$ cat src/rtl/fpfd_pkg.sv
// Package with register map, reset values, timing constants and carrier types of the fan PWM stage.
package fpfd_pkg;

  localparam logic [7:0] ADDR_DUTY      = 8'h4c;
  localparam logic [7:0] ADDR_DIV       = 8'h4d;
  localparam logic [7:0] ADDR_LUT_FIRST = 8'h50;
  localparam logic [7:0] ADDR_LUT_LAST  = 8'h5f;

  localparam int         LUT_PAIRS      = 8;
  localparam int         LUT_IDX_LSB    = 1;
  localparam int         LUT_IDX_MSB    = 3;
  localparam int         LUT_SEL_BIT    = 0;

  localparam logic [4:0] DIV_RESET      = 5'h17;
  localparam logic [5:0] DUTY_RESET     = 6'h00;
  localparam logic [6:0] LUT_TEMP_RESET = 7'h7f;
  localparam logic [5:0] LUT_DUTY_RESET = 6'h3f;
  localparam logic [5:0] DUTY_FULL      = 6'h3f;

  localparam int         CLK_HZ         = 125000000;
  localparam int         FAST_BASE_HZ   = 360000;
  localparam int         SLOW_BASE_HZ   = 1400;
  localparam int         FAST_DIV       = (CLK_HZ + FAST_BASE_HZ / 2) / FAST_BASE_HZ;
  localparam int         SLOW_DIV       = (CLK_HZ + SLOW_BASE_HZ / 2) / SLOW_BASE_HZ;
  localparam int         PRE_W          = 17;

  typedef struct packed {
    logic [7:0] addr;
    logic [7:0] wrData;
    logic       wrEn;
    logic       rdEn;
  } fpfd_reg_req_t;

endpackage

$ cat src/rtl/fpfd_fan_pwm.sv
// Fan PWM output stage with divisor, duty and lookup table byte registers.
// Notes on behaviour
// The PWM period is twice the divisor field in ticks of the selected base clock.
// The clock select input picks the fast or the slow base clock.
// A divisor of zero produces the same period as a divisor of one.
// Bits 7 to 5 of the divisor register and bits 7 and 6 of the duty register read as zero.
// With direct programming off, the duty register is read-only and shows the duty picked from the table.
// With direct programming on, software writes the duty register and the fan is driven from it.
// During spin-up the duty register reads as zero whatever the pin is doing.
// The table holds eight pairs of a seven-bit threshold and a six-bit duty at 0x50 to 0x5f.
// The top bit of every threshold register reads as zero.
// When the remote temperature exceeds a threshold, the paired duty is used.
// A new divisor or duty takes effect only at the next period boundary.
`timescale 1ns/1ps
module fpfd_fan_pwm
  import fpfd_pkg::*;
#(
  parameter int SLOW_DIV_CYCLES = SLOW_DIV
)
(
  input  wire logic          clk,
  input  wire logic          nrst,
  input  wire fpfd_reg_req_t regReq,
  output logic [7:0]         regRdData,
  input  wire logic          fastClkSel,
  input  wire logic          directProg,
  input  wire logic          spinUpActive,
  input  wire logic [5:0]    spinUpDuty,
  input  wire logic [6:0]    remoteTemp,
  output logic               pwmO,
  output logic               pwmOe
);

  function automatic logic lutHit(input logic [7:0] a);
    lutHit = (a >= ADDR_LUT_FIRST) && (a <= ADDR_LUT_LAST);
  endfunction

  function automatic logic divHit(input logic [7:0] a);
    divHit = a == ADDR_DIV;
  endfunction

  function automatic logic dutyHit(input logic [7:0] a);
    dutyHit = a == ADDR_DUTY;
  endfunction

  // A phase is released while its share of full scale stays below the duty share of the period.
  function automatic logic phaseReleased(input logic [5:0] phase, input logic [5:0] duty, input logic [5:0] len);
    phaseReleased = 12'({6'h00, phase} * {6'h00, DUTY_FULL}) < 12'({6'h00, duty} * {6'h00, len});
  endfunction

  logic [4:0]     div_reg,      div_next;
  logic [5:0]     duty_reg,     duty_next;
  logic [6:0]     lutTemp_reg   [LUT_PAIRS];
  logic [6:0]     lutTemp_next  [LUT_PAIRS];
  logic [5:0]     lutDuty_reg   [LUT_PAIRS];
  logic [5:0]     lutDuty_next  [LUT_PAIRS];
  logic [7:0]     rdData_reg,   rdData_next;
  logic [PRE_W-1:0] pre_reg,    pre_next;
  logic [5:0]     phase_reg,    phase_next;
  logic [5:0]     actLen_reg,   actLen_next;
  logic [5:0]     actDuty_reg,  actDuty_next;
  logic           oe_reg,       oe_next;
  logic [LUT_PAIRS-1:0] exceeds;
  logic [5:0]     lutSel;
  logic [5:0]     srcDuty;
  logic [5:0]     readDuty;
  logic [5:0]     newLen;
  logic           baseTick;
  logic [PRE_W-1:0] preLimit;
  logic [2:0]     lutIdx;
  logic           pinData_reg,  pinData_next;

  genvar gi;
  generate
    for (gi = 0; gi < LUT_PAIRS; gi++)
    begin : g_cmp
      assign exceeds[gi] = remoteTemp > lutTemp_reg[gi];
    end
  endgenerate

  // The highest entry whose threshold is exceeded wins; below every threshold the duty is zero.
  always_comb
  begin
    lutSel = DUTY_RESET;
    for (int i = 0; i < LUT_PAIRS; i++)
    begin
      if (exceeds[i])
      begin
        lutSel = lutDuty_reg[i];
      end
    end
  end

  assign lutIdx   = regReq.addr[LUT_IDX_MSB:LUT_IDX_LSB];

  // Spin-up overrides the output duty and hides the duty register from reads.
  always_comb
  begin
    if (spinUpActive)
    begin
      srcDuty  = spinUpDuty;
      readDuty = DUTY_RESET;
    end
    else if (directProg)
    begin
      srcDuty  = duty_reg;
      readDuty = duty_reg;
    end
    else
    begin
      srcDuty  = lutSel;
      readDuty = lutSel;
    end
  end

  // Divisor and duty registers; the duty register only takes writes under direct programming.
  always_comb
  begin
    div_next  = div_reg;
    duty_next = duty_reg;
    if (regReq.wrEn && divHit(regReq.addr))
    begin
      div_next = regReq.wrData[4:0];
    end
    if (regReq.wrEn && dutyHit(regReq.addr) && directProg)
    begin
      duty_next = regReq.wrData[5:0];
    end
  end

  always_ff @(posedge clk or negedge nrst)
  begin
    if (!nrst)
    begin
      div_reg  <= DIV_RESET;
      duty_reg <= DUTY_RESET;
    end
    else
    begin
      div_reg  <= div_next;
      duty_reg <= duty_next;
    end
  end

  // Even table addresses hold the thresholds, odd addresses the paired duties.
  always_comb
  begin
    lutTemp_next = lutTemp_reg;
    lutDuty_next = lutDuty_reg;
    if (regReq.wrEn && lutHit(regReq.addr))
    begin
      if (regReq.addr[LUT_SEL_BIT])
      begin
        lutDuty_next[lutIdx] = regReq.wrData[5:0];
      end
      else
      begin
        lutTemp_next[lutIdx] = regReq.wrData[6:0];
      end
    end
  end

  always_ff @(posedge clk or negedge nrst)
  begin
    if (!nrst)
    begin
      for (int i = 0; i < LUT_PAIRS; i++)
      begin
        lutTemp_reg[i] <= LUT_TEMP_RESET;
        lutDuty_reg[i] <= LUT_DUTY_RESET;
      end
    end
    else
    begin
      lutTemp_reg <= lutTemp_next;
      lutDuty_reg <= lutDuty_next;
    end
  end

  // Read data only moves on a read, so a read that meets a write returns the old value.
  always_comb
  begin
    rdData_next = rdData_reg;
    if (regReq.rdEn)
    begin
      rdData_next = 8'h00;
      if (divHit(regReq.addr))
      begin
        rdData_next = {3'h0, div_reg};
      end
      else if (dutyHit(regReq.addr))
      begin
        rdData_next = {2'h0, readDuty};
      end
      else if (lutHit(regReq.addr))
      begin
        if (regReq.addr[LUT_SEL_BIT])
        begin
          rdData_next = {2'h0, lutDuty_reg[lutIdx]};
        end
        else
        begin
          rdData_next = {1'h0, lutTemp_reg[lutIdx]};
        end
      end
    end
  end

  always_ff @(posedge clk or negedge nrst)
  begin
    if (!nrst)
    begin
      rdData_reg <= 8'h00;
    end
    else
    begin
      rdData_reg <= rdData_next;
    end
  end

  // The prescaler runs freely; a changed clock select takes effect at once.
  assign preLimit = fastClkSel ? PRE_W'(FAST_DIV - 1) : PRE_W'(SLOW_DIV_CYCLES - 1);
  assign baseTick = pre_reg >= preLimit;

  always_comb
  begin
    pre_next = baseTick ? '0 : PRE_W'(pre_reg + 1'b1);
  end

  always_ff @(posedge clk or negedge nrst)
  begin
    if (!nrst)
    begin
      pre_reg <= '0;
    end
    else
    begin
      pre_reg <= pre_next;
    end
  end

  assign newLen = (div_reg == 5'h00) ? 6'h02 : {div_reg, 1'b0};

  // Divisor and duty are latched only at the period wrap, so a new divisor or duty never cuts a pulse short.
  always_comb
  begin
    phase_next   = phase_reg;
    actLen_next  = actLen_reg;
    actDuty_next = actDuty_reg;
    if (baseTick)
    begin
      if (phase_reg >= 6'(actLen_reg - 6'h01))
      begin
        phase_next   = 6'h00;
        actLen_next  = newLen;
        actDuty_next = srcDuty;
      end
      else
      begin
        phase_next = 6'(phase_reg + 6'h01);
      end
    end
  end

  always_ff @(posedge clk or negedge nrst)
  begin
    if (!nrst)
    begin
      phase_reg   <= 6'h00;
      actLen_reg  <= {DIV_RESET, 1'b0};
      actDuty_reg <= DUTY_RESET;
    end
    else
    begin
      phase_reg   <= phase_next;
      actLen_reg  <= actLen_next;
      actDuty_reg <= actDuty_next;
    end
  end

  // The open-drain pin only ever pulls low; its enable lags the phase by one clock.
  always_comb
  begin
    oe_next      = !phaseReleased(phase_reg, actDuty_reg, actLen_reg);
    pinData_next = 1'b0;
  end

  always_ff @(posedge clk or negedge nrst)
  begin
    if (!nrst)
    begin
      oe_reg      <= 1'b1;
      pinData_reg <= 1'b0;
    end
    else
    begin
      oe_reg      <= oe_next;
      pinData_reg <= pinData_next;
    end
  end

  assign regRdData = rdData_reg;
  assign pwmO      = pinData_reg;
  assign pwmOe     = oe_reg;

endmodule

$ cat config.mk
export PLATFORM = sky130hd
export DESIGN_NAME = fpfd_fan_pwm
export DESIGN_NICKNAME = d
export VERILOG_FILES = /design/src/rtl/fpfd_pkg.sv /design/src/rtl/fpfd_fan_pwm.sv
export SDC_FILE = /design/constraint.sdc
export NUM_CORES = 1
export LEC_CHECK = 0
export ABC_CLOCK_PERIOD_IN_PS = 4200
export BUFFER_PORTS_ARGS = -buffer_cell sky130_fd_sc_hd__buf_2
export CAP_MARGIN = 0
export CORE_MARGIN = 1.5
export CORE_UTILIZATION = 30
export DETAILED_ROUTE_END_ITERATION = 10
export HOLD_SLACK_MARGIN = 0.06
export PLACE_DENSITY = 0.46
export SYNTH_ARGS = -nofsm -noshare
export SYNTH_HDL_FRONTEND = slang
export SYNTH_SLANG_ARGS = --single-unit
$ cat constraint.sdc
create_clock -name clk -period 4.2 [get_ports clk]
set_input_delay 0.63 -clock clk [delete_from_list [all_inputs] [get_ports clk]]
set_output_delay 0.63 -clock clk [all_outputs]
set_load 0.02 [all_outputs]
==> results of run 1 <==
[final timing paths]
| kind | from | endpoint | slack [ns] | cells after the start |
|---|---|---|---|---|
| min | nrst | actDuty_reg[5] | 0.34 | 1 |
| max in group asynchronous | nrst | div_reg[2] | 2.95 | 2 |
| min in group clk | div_reg[1] | actLen_reg[2] | 0.49 | 2 |
| max | actLen_reg[3] | pwmOe | 0.15 | 17 |
| max reg2reg | actLen_reg[3] | pwmOe | 0.15 | 17 |
| min reg2reg | div_reg[1] | actLen_reg[2] | 0.49 | 2 |
[cell type report]
type	instances	area (um^2)	share of cell area [%]
Clock buffer	18	429	3.25
Clock inverter	14	159	1.20
Inverter	132	495	3.75
Multi-Input combinational cell	832	6900	52.2
Sequential cell	157	4070	30.8
Tap cell	511	639	4.84
Timing Repair Buffer	79	510	3.87
[logic make-up (layout without fill, tap and decap cells)]
| group | count (synthesis) | count (layout) |
|---|---|---|
| multiplexers | 111 | 111 |
| flip-flops | 157 | 157 |
| adder cells (fa/ha/maj) | 156 | 156 |
| other | 1 | 2 |
| XOR/XNOR | 31 | 31 |
| buffers and inverters | 185 | 243 |
| AND/OR/NAND/NOR | 288 | 288 |
| AO/OA/AOI/OAI | 244 | 244 |
[worst register-to-register path: stages, from the launching register on]
cell and delay (ns):
dfstp_2 0.58, buf_6 0.11, nand2_2 0.05, fa_1 0.55
inv_2 0.04, fa_1 0.52, inv_1 0.05, fa_1 0.49
inv_2 0.05, ha_4 0.26, inv_2 0.04, buf_4 0.12
xnor2_1 0.12, ha_1 0.32, a21oi_2 0.14, o21ai_2 0.07
a2111oi_2 0.35, o21bai_1 0.12
[report_power, final]
| part | internal, mW | total [mW] | switching, mW |
|---|---|---|---|
| Combinational | 0.263 | 0.671 | 0.408 |
| Sequential | 1.63 | 1.69 | 0.0546 |
| Clock | 0.892 | 1.62 | 0.726 |
| Total | 2.79 | 3.98 | 1.19 |
[cell usage in the layout, fill, tap and decap left out, drive strengths merged, types with 19 or more instances in the layout]
cell type	n
inv	138
ha	130
dfstp	113
nand2	99
mux2	93
buf	79
o21ai	66
nor2	64
a21oi	50
dfrtp	44
fa	26
and2	22
nand4	19
nand3	19
[metal layers]
layer  share of wire, %  track usage, %  up-vias  wire (um)
met5              0.022               0        -          7
met3                3.5            3.14       31       1130
met4                1.5            4.79        2        491
met1                 48            23.0     4218      15300
li1                   -               -     4227          -
met2                 47            27.6      164      15200
[stage by stage]
stage	TNS, ns	utilization, %	worst slack [ns]	std cells	total power, mW
detailed placement	-0.0693	33.1	-0.0693	1710	2.37
finish	0	34.9	0.148	1743	3.98
CTS	0	34.6	0.0326	1742	4.02
floorplan	0	-	0.0308	1174	2.11
global route	-0.0742	34.9	-0.0742	1743	4.18
global placement	-0.0463	33.1	-0.0463	1710	2.36
[repair_timing]
item	4_1_cts	5_1_grt
pin swaps	2	22
setup buffers	0	1
cloned	0	0
hold buffers	0	0
gates resized for setup	2	27
setup endpoints to repair	1	1
==> out/results.txt, run 1 <==
status = finished clean
Layout Nets = 1,411
GPL Wtd Cong = 0.874
largest net degree at the start of global routing = 98
Die ar. = 0.0399 mm^2
global-route wire length before repair = 50,900 um
max reg flops = 56
Most used DFF post-synth = dfstp_2
Final Max Slew Viols = 0
number of global-route vias before repair = 8,708
Synth Area in Compound Gates = 14.2%
Hold Vio Cnt, Final = 0
top-count cell post-synth = inv_1
post-synthesis mux area share = 11.5%
fillcell total = 3,984
clock latency on the worst-skew pair = 0.45 ns
maximum clock path buffer count = 2
period utilization = 96.5%
Mapped Cells = 1,173
ranking of synthesized cells by area = dfstp_2 26%, ha_1 14%, dfrtp_1 9.5%
leakage = 5.99 nW
critical-path cell list = buf_6, nand2_2, fa_1, inv_2, fa_1, inv_1, fa_1, inv_2, ha_4, inv_2, buf_4, xnor2_1, ha_1, a21oi_2, o21ai_2, a2111oi_2, o21bai_1
fin area = 0.0132 mm^2
f_max = 247 MHz
# setup viols final = 0
Post-Synth XOR/XNOR Area = 2.34%
worst path bufs/invs = 6
Avg Cell Area, Syn = 9.90 um^2
slew margin rel. = 35.6%
Num CTS Buffers = 17
WP data required = 4.57 ns
Initial Util = 30.7%
Antenna Cells = 0
largest family of logic cells by synthesized area = adder cells
hold slack = 0.338 ns
Iter 0 DRT Violations = 529
TritonCTS Sinks = 157
boundary pin count = 46
DR vias = 8,642
DR WL/cell = 18.4 um
Horiz. Die Dim = 200 um
gr ovfl total = 0
Synth Area in Adders = 18.5%
# Max-Cap Violations = 0
Arrival @ worst endpoint = 4.42 ns
post-synthesis simple-gate area fraction = 12.0%
sequential area share after synthesis = 35.0%
placed instance area = 0.0125 mm^2
YS warnings = 0
post-DR vias/cell = 4.96
Async SR Flop Fraction = 100%
WL final = 32,100 um
clk slew on worst S/H paths = 0.07 ns
chip height = 200 um
skew final = 0.0107 ns
CP Capture Type = register
Max IR drop VDD = 269 uV
clock root cell = clkbuf_16
CP startpoint kind = register
Synth Register Bits = 157
P&R area growth vs syn = 13.7%
CP Max Fanout = 4
TritonCTS clock tree = done
layout cell share with drive strength beyond 1 = 29.6%
H-tree depth reported by CTS = 4
mapped cell area = 0.0116 mm^2
crit path kind = register to register
number of remaining DRC errors = 0
port buffer count = 42
HPWL Detailed = 23,700 um
top-area cell type share of the netlist area = 25.6%
Commonest cells post-synth = 131 x inv_1, 130 x ha_1, 113 x dfstp_2
max incr delay on CP = 0.58 ns
GRT Overall Usage = 17.0%
Core ar. = 0.0378 mm^2
largest area contributor in the netlist = dfstp_2
P per Cell Area = 301 mW/mm^2
placement row count = 71
synth unique cells = 70
Initial DRT Pass Iterations = 5
antenna-violating nets left = 0
Post-synth EDFFs = 0
worst slew pin tran = 0.966 ns
RSZ-0062 raised after global routing = true
CP delay by family, top = adder cells
HP Class = input pin to async pin
critical path's slowest cell = dfstp_2
initial antenna violation count = 1
final worst path period need = 4.05 ns
(Power assumes the default switching activity.)
==> run 2, diff against run 1 <==
Settings changed: CORE_MARGIN 1.5 to 2, MAX_ROUTING_LAYER from default to met4.
==> run 2 against run 1 <==
  * Utilization shrank 0.41 points
  * Sequential power about the same
  * Critical path depth decreased by 1
  * Non-clock buffer count increased by 2
  * Worst setup slack worse by 0.035 ns
  * Cell area rose by 0.45%
  * Sequential share of layout area shrank 0.15 points
  * Clock skew up 0.0085 ns
  * Sequential cell count unchanged
  * Clock power is essentially flat
  * Fmax fell by 0.85%
  * Critical path type unchanged
  * Largest power group unchanged
==> out/results.txt, run 2 (same netlist as run 1, synthesis figures left out) <==
Comb pwr share = 16.9%
leakage = 6.01 nW
gr ovfl total = 0
Iter 0 DRT Violations = 507
Arrival @ worst endpoint = 4.46 ns
Initial Util = 30.2%
clk slew on worst S/H paths = 0.08 ns
number of remaining DRC errors = 0
R2R depth = 16
CP startpoint kind = register
post-DR vias/cell = 4.94
WL final = 32,600 um
Hold Vio Cnt, Final = 0
Final Max Slew Viols = 0
Antenna Cells = 0
Layout Nets = 1,413
Die ar. = 0.0403 mm^2
final worst path period need = 4.09 ns
crit path kind = register to register
H-tree depth reported by CTS = 4
critical-path cell list = and2_4, fa_1, fa_1, inv_1, fa_1, inv_1, ha_4, a21oi_2, nor2_1, o21a_1, or3_1, nand2_1, ha_1, o21a_1, o21ai_2, o21bai_1
Initial DRT Pass Iterations = 5
P_int = 2.87 mW
max incr delay on CP = 0.58 ns
WP data required = 4.57 ns
clock root cell = clkbuf_16
skew final = 0.0192 ns
commonest non-fill, non-tap cells in the layout = 127 x inv_1, 125 x ha_1, 113 x dfstp_2
Horiz. Die Dim = 201 um
slew margin rel. = 28.5%
Reg area = 0.00407 mm^2
placement row count = 72
clock latency on the worst-skew pair = 0.44 ns
CP Capture Type = register
Net Sw Power = 1.14 mW
chip height = 201 um
RSZ-0062 raised after global routing = true
layout cell share with drive strength beyond 1 = 29.7%
fillcell total = 3,964
hold slack = 0.404 ns
largest net degree at the start of global routing = 106
HPWL Detailed = 23,700 um
# Max-Cap Violations = 0
TritonCTS clock tree = done
DR vias = 8,650
worst slew pin tran = 1.07 ns
CP Max Fanout = 5
initial antenna violation count = 0
final core utilization = 34.5%
Clock Power Share = 40.9%
Core ar. = 0.0385 mm^2
critical path's slowest cell = dfstp_2
port buffer count = 42
boundary pin count = 46
period utilization = 97.3%
number of global-route vias before repair = 8,963
antenna-violating nets left = 0
global-route wire length before repair = 52,400 um
P&R area growth vs syn = 14.2%
# hold bufs at CTS = 0
GRT Overall Usage = 17.1%
HP Class = input pin to async pin
status = finished clean
TritonCTS Sinks = 157
GPL Wtd Cong = 0.864
DR WL/cell = 18.6 um
max reg flops = 56
Power, Total = 4.00 mW
P per Cell Area = 302 mW/mm^2
switching share of power = 28.4%
Num CTS Buffers = 17
sequential fraction of design power = 42.2%
Max IR drop VDD = 274 uV
most frequent CP cell = fa_1
f_max = 245 MHz
commonest non-fill, non-tap cell in the layout = inv_1
maximum clock path buffer count = 2
# setup viols final = 0
Multi-input gate area = 0.00692 mm^2
[run 2: cell types whose count changed in the layout (fill, tap and decap cells not counted), sizes merged]
cell	previous run	this run
buf	79	81
clkbuf	18	21
clkinv	6	7
clkinvlp	0	2
bufinv	2	3
inv	138	131
[run 2: repair_timing]
item                                    in CTS  in global routing
pin swaps                                    6                 23
endpoints found under the setup margin       1                  1
setup buffers                                1                  1
resized for setup                            5                 26
[run 2: worst paths after layout]
path                                    to     startpoint  slack (ns)
min in group clk             actLen_reg[2]     div_reg[1]        0.49
min                           regRdData[0]           nrst        0.40
max                                  pwmOe  actLen_reg[3]        0.11
max in group asynchronous  lutTemp_reg[13]           nrst        2.99
min reg2reg                  actLen_reg[2]     div_reg[1]        0.49
max reg2reg                          pwmOe  actLen_reg[3]        0.11
[run 2: per-layer routing]
layer	part of all wire [%]	track usage, %	up-vias
li1	-	-	4216
met1	49	22.8	4285
met2	48	27.7	120
met3	2.1	2.08	29
met4	1.7	4.39	0
met5	0	-	-
[run 2: area by class of cell]
class,instances,area share [%]
Clock inverter,11,1.08
Tap cell,518,4.89
Clock buffer,21,3.47
Multi-Input combinational cell,832,52.2
Inverter,132,3.74
Timing Repair Buffer,81,3.96
Sequential cell,157,30.7
[run 2: metrics by stage]
step | cells | setup TNS (ns) | setup WS (ns) | instance area, um^2
3_3_place_gp | 1718 | -0.0563 | -0.0563 | 12500
5_1_grt | 1752 | -0.0572 | -0.0572 | 13300
2_1_floorplan | 1174 | 0 | 0.0308 | 11600
3_5_place_dp | 1718 | -0.135 | -0.135 | 12500
4_1_cts | 1751 | 0 | 0.0229 | 13100
6_report | 1752 | 0 | 0.113 | 13300
[run 2: worst max-delay path, delay by kind of cell, from the launching register on]
family          cells  cell delay (ns)
buf+inv             2             0.12
compound gates      5             0.72
flops               1             0.58
simple gates        4             0.60
fa+ha+maj           5             1.98
[run 2: power groups by stage]
stage                     registers (mW)  logic, mW  clock network [mW]
after global routing                1.70      0.765                1.74
after global placement              1.71      0.647                   0
after floorplan                     1.70      0.408                   0
after detailed placement            1.71      0.654                   0
final                               1.69      0.675                1.64
after CTS                           1.69      0.665                1.67
==> run 3, diff against run 2 <==
Settings changed: CORE_UTILIZATION 30 to 57, PLACE_DENSITY 0.46 to 0.77.
==> run 3 against run 2 <==
  * Fmax increased by 0.47%
  * Wire length shrank 13%
  * Clock power about the same
  * Cell area decreased by 3.3%
  * Clock-buffer cell count decreased by 2
  * Register-to-register slack better by 0.02 ns
  * Sequential power is essentially flat
  * Largest cell class unchanged
  * Largest power group unchanged
==> out/results.txt, run 3 (same netlist as run 1, synthesis figures left out) <==
final worst path period need = 4.07 ns
Crit. Startpoint = actLen_reg[3]
initial antenna violation count = 0
clk slew on worst S/H paths = 0.07 ns
placement row count = 52
Initial DRT Pass Iterations = 6
Antenna Cells = 0
RSZ-0062 raised after global routing = true
# hold bufs at CTS = 0
GRT Overall Usage = 28.3%
WL final = 28,400 um
global-route wire length before repair = 46,800 um
worst slew pin tran = 1.01 ns
f_max = 246 MHz
met3 GRT Util = 4.60%
HPWL Detailed = 20,600 um
leakage = 5.95 nW
most used routing layer = met2
Num CTS Buffers = 17
crit path kind = register to register
Horiz. Die Dim = 147 um
met2 usage = 46.0%
Multi-input gate area = 0.00689 mm^2
met1 usage = 35.7%
Final Max Slew Viols = 0
H-tree depth reported by CTS = 4
DR WL/cell = 19.0 um
Core ar. = 0.0201 mm^2
clock root cell = clkbuf_16
# Max-Cap Violations = 0
boundary pin count = 46
DR vias = 9,015
TritonCTS Sinks = 157
clock latency on the worst-skew pair = 0.44 ns
TritonCTS clock tree = done
slew margin rel. = 32.6%
CP Capture Type = register
HP Class = input pin to async pin
CP startpoint kind = register
fin area = 0.0128 mm^2
Reg area = 0.00407 mm^2
CP Max Fanout = 4
Layout Nets = 1,401
maximum clock path buffer count = 2
Power, Total = 3.97 mW
post-DR vias/cell = 6.04
port buffer count = 42
hold slack = 0.278 ns
commonest non-fill, non-tap cells in the layout = 128 x inv_1, 126 x ha_1, 113 x dfstp_2
reg2reg start = actLen_reg[3]
Arrival @ worst endpoint = 4.44 ns
WP data required = 4.57 ns
placed instance area = 0.0121 mm^2
P per Cell Area = 310 mW/mm^2
Iter 0 DRT Violations = 673
largest net degree at the start of global routing = 105
period utilization = 96.9%
layout cell share with drive strength beyond 1 = 28.3%
max reg flops = 56
Die ar. = 0.0215 mm^2
# setup viols final = 0
number of global-route vias before repair = 9,022
chip height = 147 um
P&R area growth vs syn = 10.5%
status = finished clean
Hold Vio Cnt, Final = 0
setup slack after layout = 0.132 ns
GPL Wtd Cong = 0.930
number of remaining DRC errors = 0
antenna-violating nets left = 0
Initial Util = 57.8%
Max IR drop VDD = 295 uV
skew final = 0.0117 ns
commonest non-fill, non-tap cell in the layout = inv_1
Cells after DPL = 1,459
fin cells = 1,492
fillcell total = 1,614
gr ovfl total = 0
Placement Setup Slack = -0.0313 ns
## run 3: stage by stage
step	utilization, %	setup TNS (ns)
CTS	63.4	0
detailed placement	60.3	-0.0313
global route	63.8	-0.0362
global placement	60.3	0
finish	63.8	0
floorplan	-	0
## run 3: layer usage
layer	vias to the layer above	wire, um
li1	4206	-
met3	85	1620
met5	-	0
met1	4407	12000
met4	0	1050
met2	317	13700
## run 3: what timing repair did
| action | in CTS | in global routing |
|---|---|---|
| pin swaps | 1 | 14 |
| cloned | 0 | 0 |
| buffers inserted | 0 | 1 |
| gates resized for setup | 2 | 17 |
| setup endpoints to repair | 1 | 1 |
| endpoints found under the hold margin | 0 | 0 |
## run 3: power by group
part           leakage (nW)  internal (mW)  switching [mW]
registers              1.73           1.63          0.0519
logic                  3.91          0.260           0.398
clock network         0.303          0.973           0.657
total                  5.95           2.87            1.11
## run 3: area by class of cell
cell class / instances / share of cell area [%]
Timing Repair Buffer: 69 / 3.27
Multi-Input combinational cell: 832 / 53.7
Inverter: 132 / 3.86
Tap cell: 270 / 2.63
Sequential cell: 157 / 31.7
Clock inverter: 13 / 1.25
Clock buffer: 19 / 3.54
## run 3: critical path, cell delays in order, from the launching register on
cell       delay [ns]
dfstp_2          0.57
buf_4            0.12
nand2_1          0.06
fa_1             0.51
inv_1            0.06
fa_1             0.52
inv_1            0.05
fa_1             0.49
inv_2            0.05
ha_4             0.25
inv_2            0.04
nor2_1           0.15
nor2_1           0.08
buf_4            0.13
xnor2_1          0.12
ha_1             0.33
a2111oi_4        0.35
o21bai_1         0.11
## run 3: final timing paths
path                                   end  slack [ns]  cells after the start
setup / recovery                     pwmOe        0.13                     17
setup reg to reg                     pwmOe        0.13                     17
hold reg to reg              actLen_reg[2]        0.49                      2
hold / removal                  pre_reg[3]        0.28                      1
min in group clk             actLen_reg[2]        0.49                      2
max in group asynchronous  lutTemp_reg[20]        2.90                      2
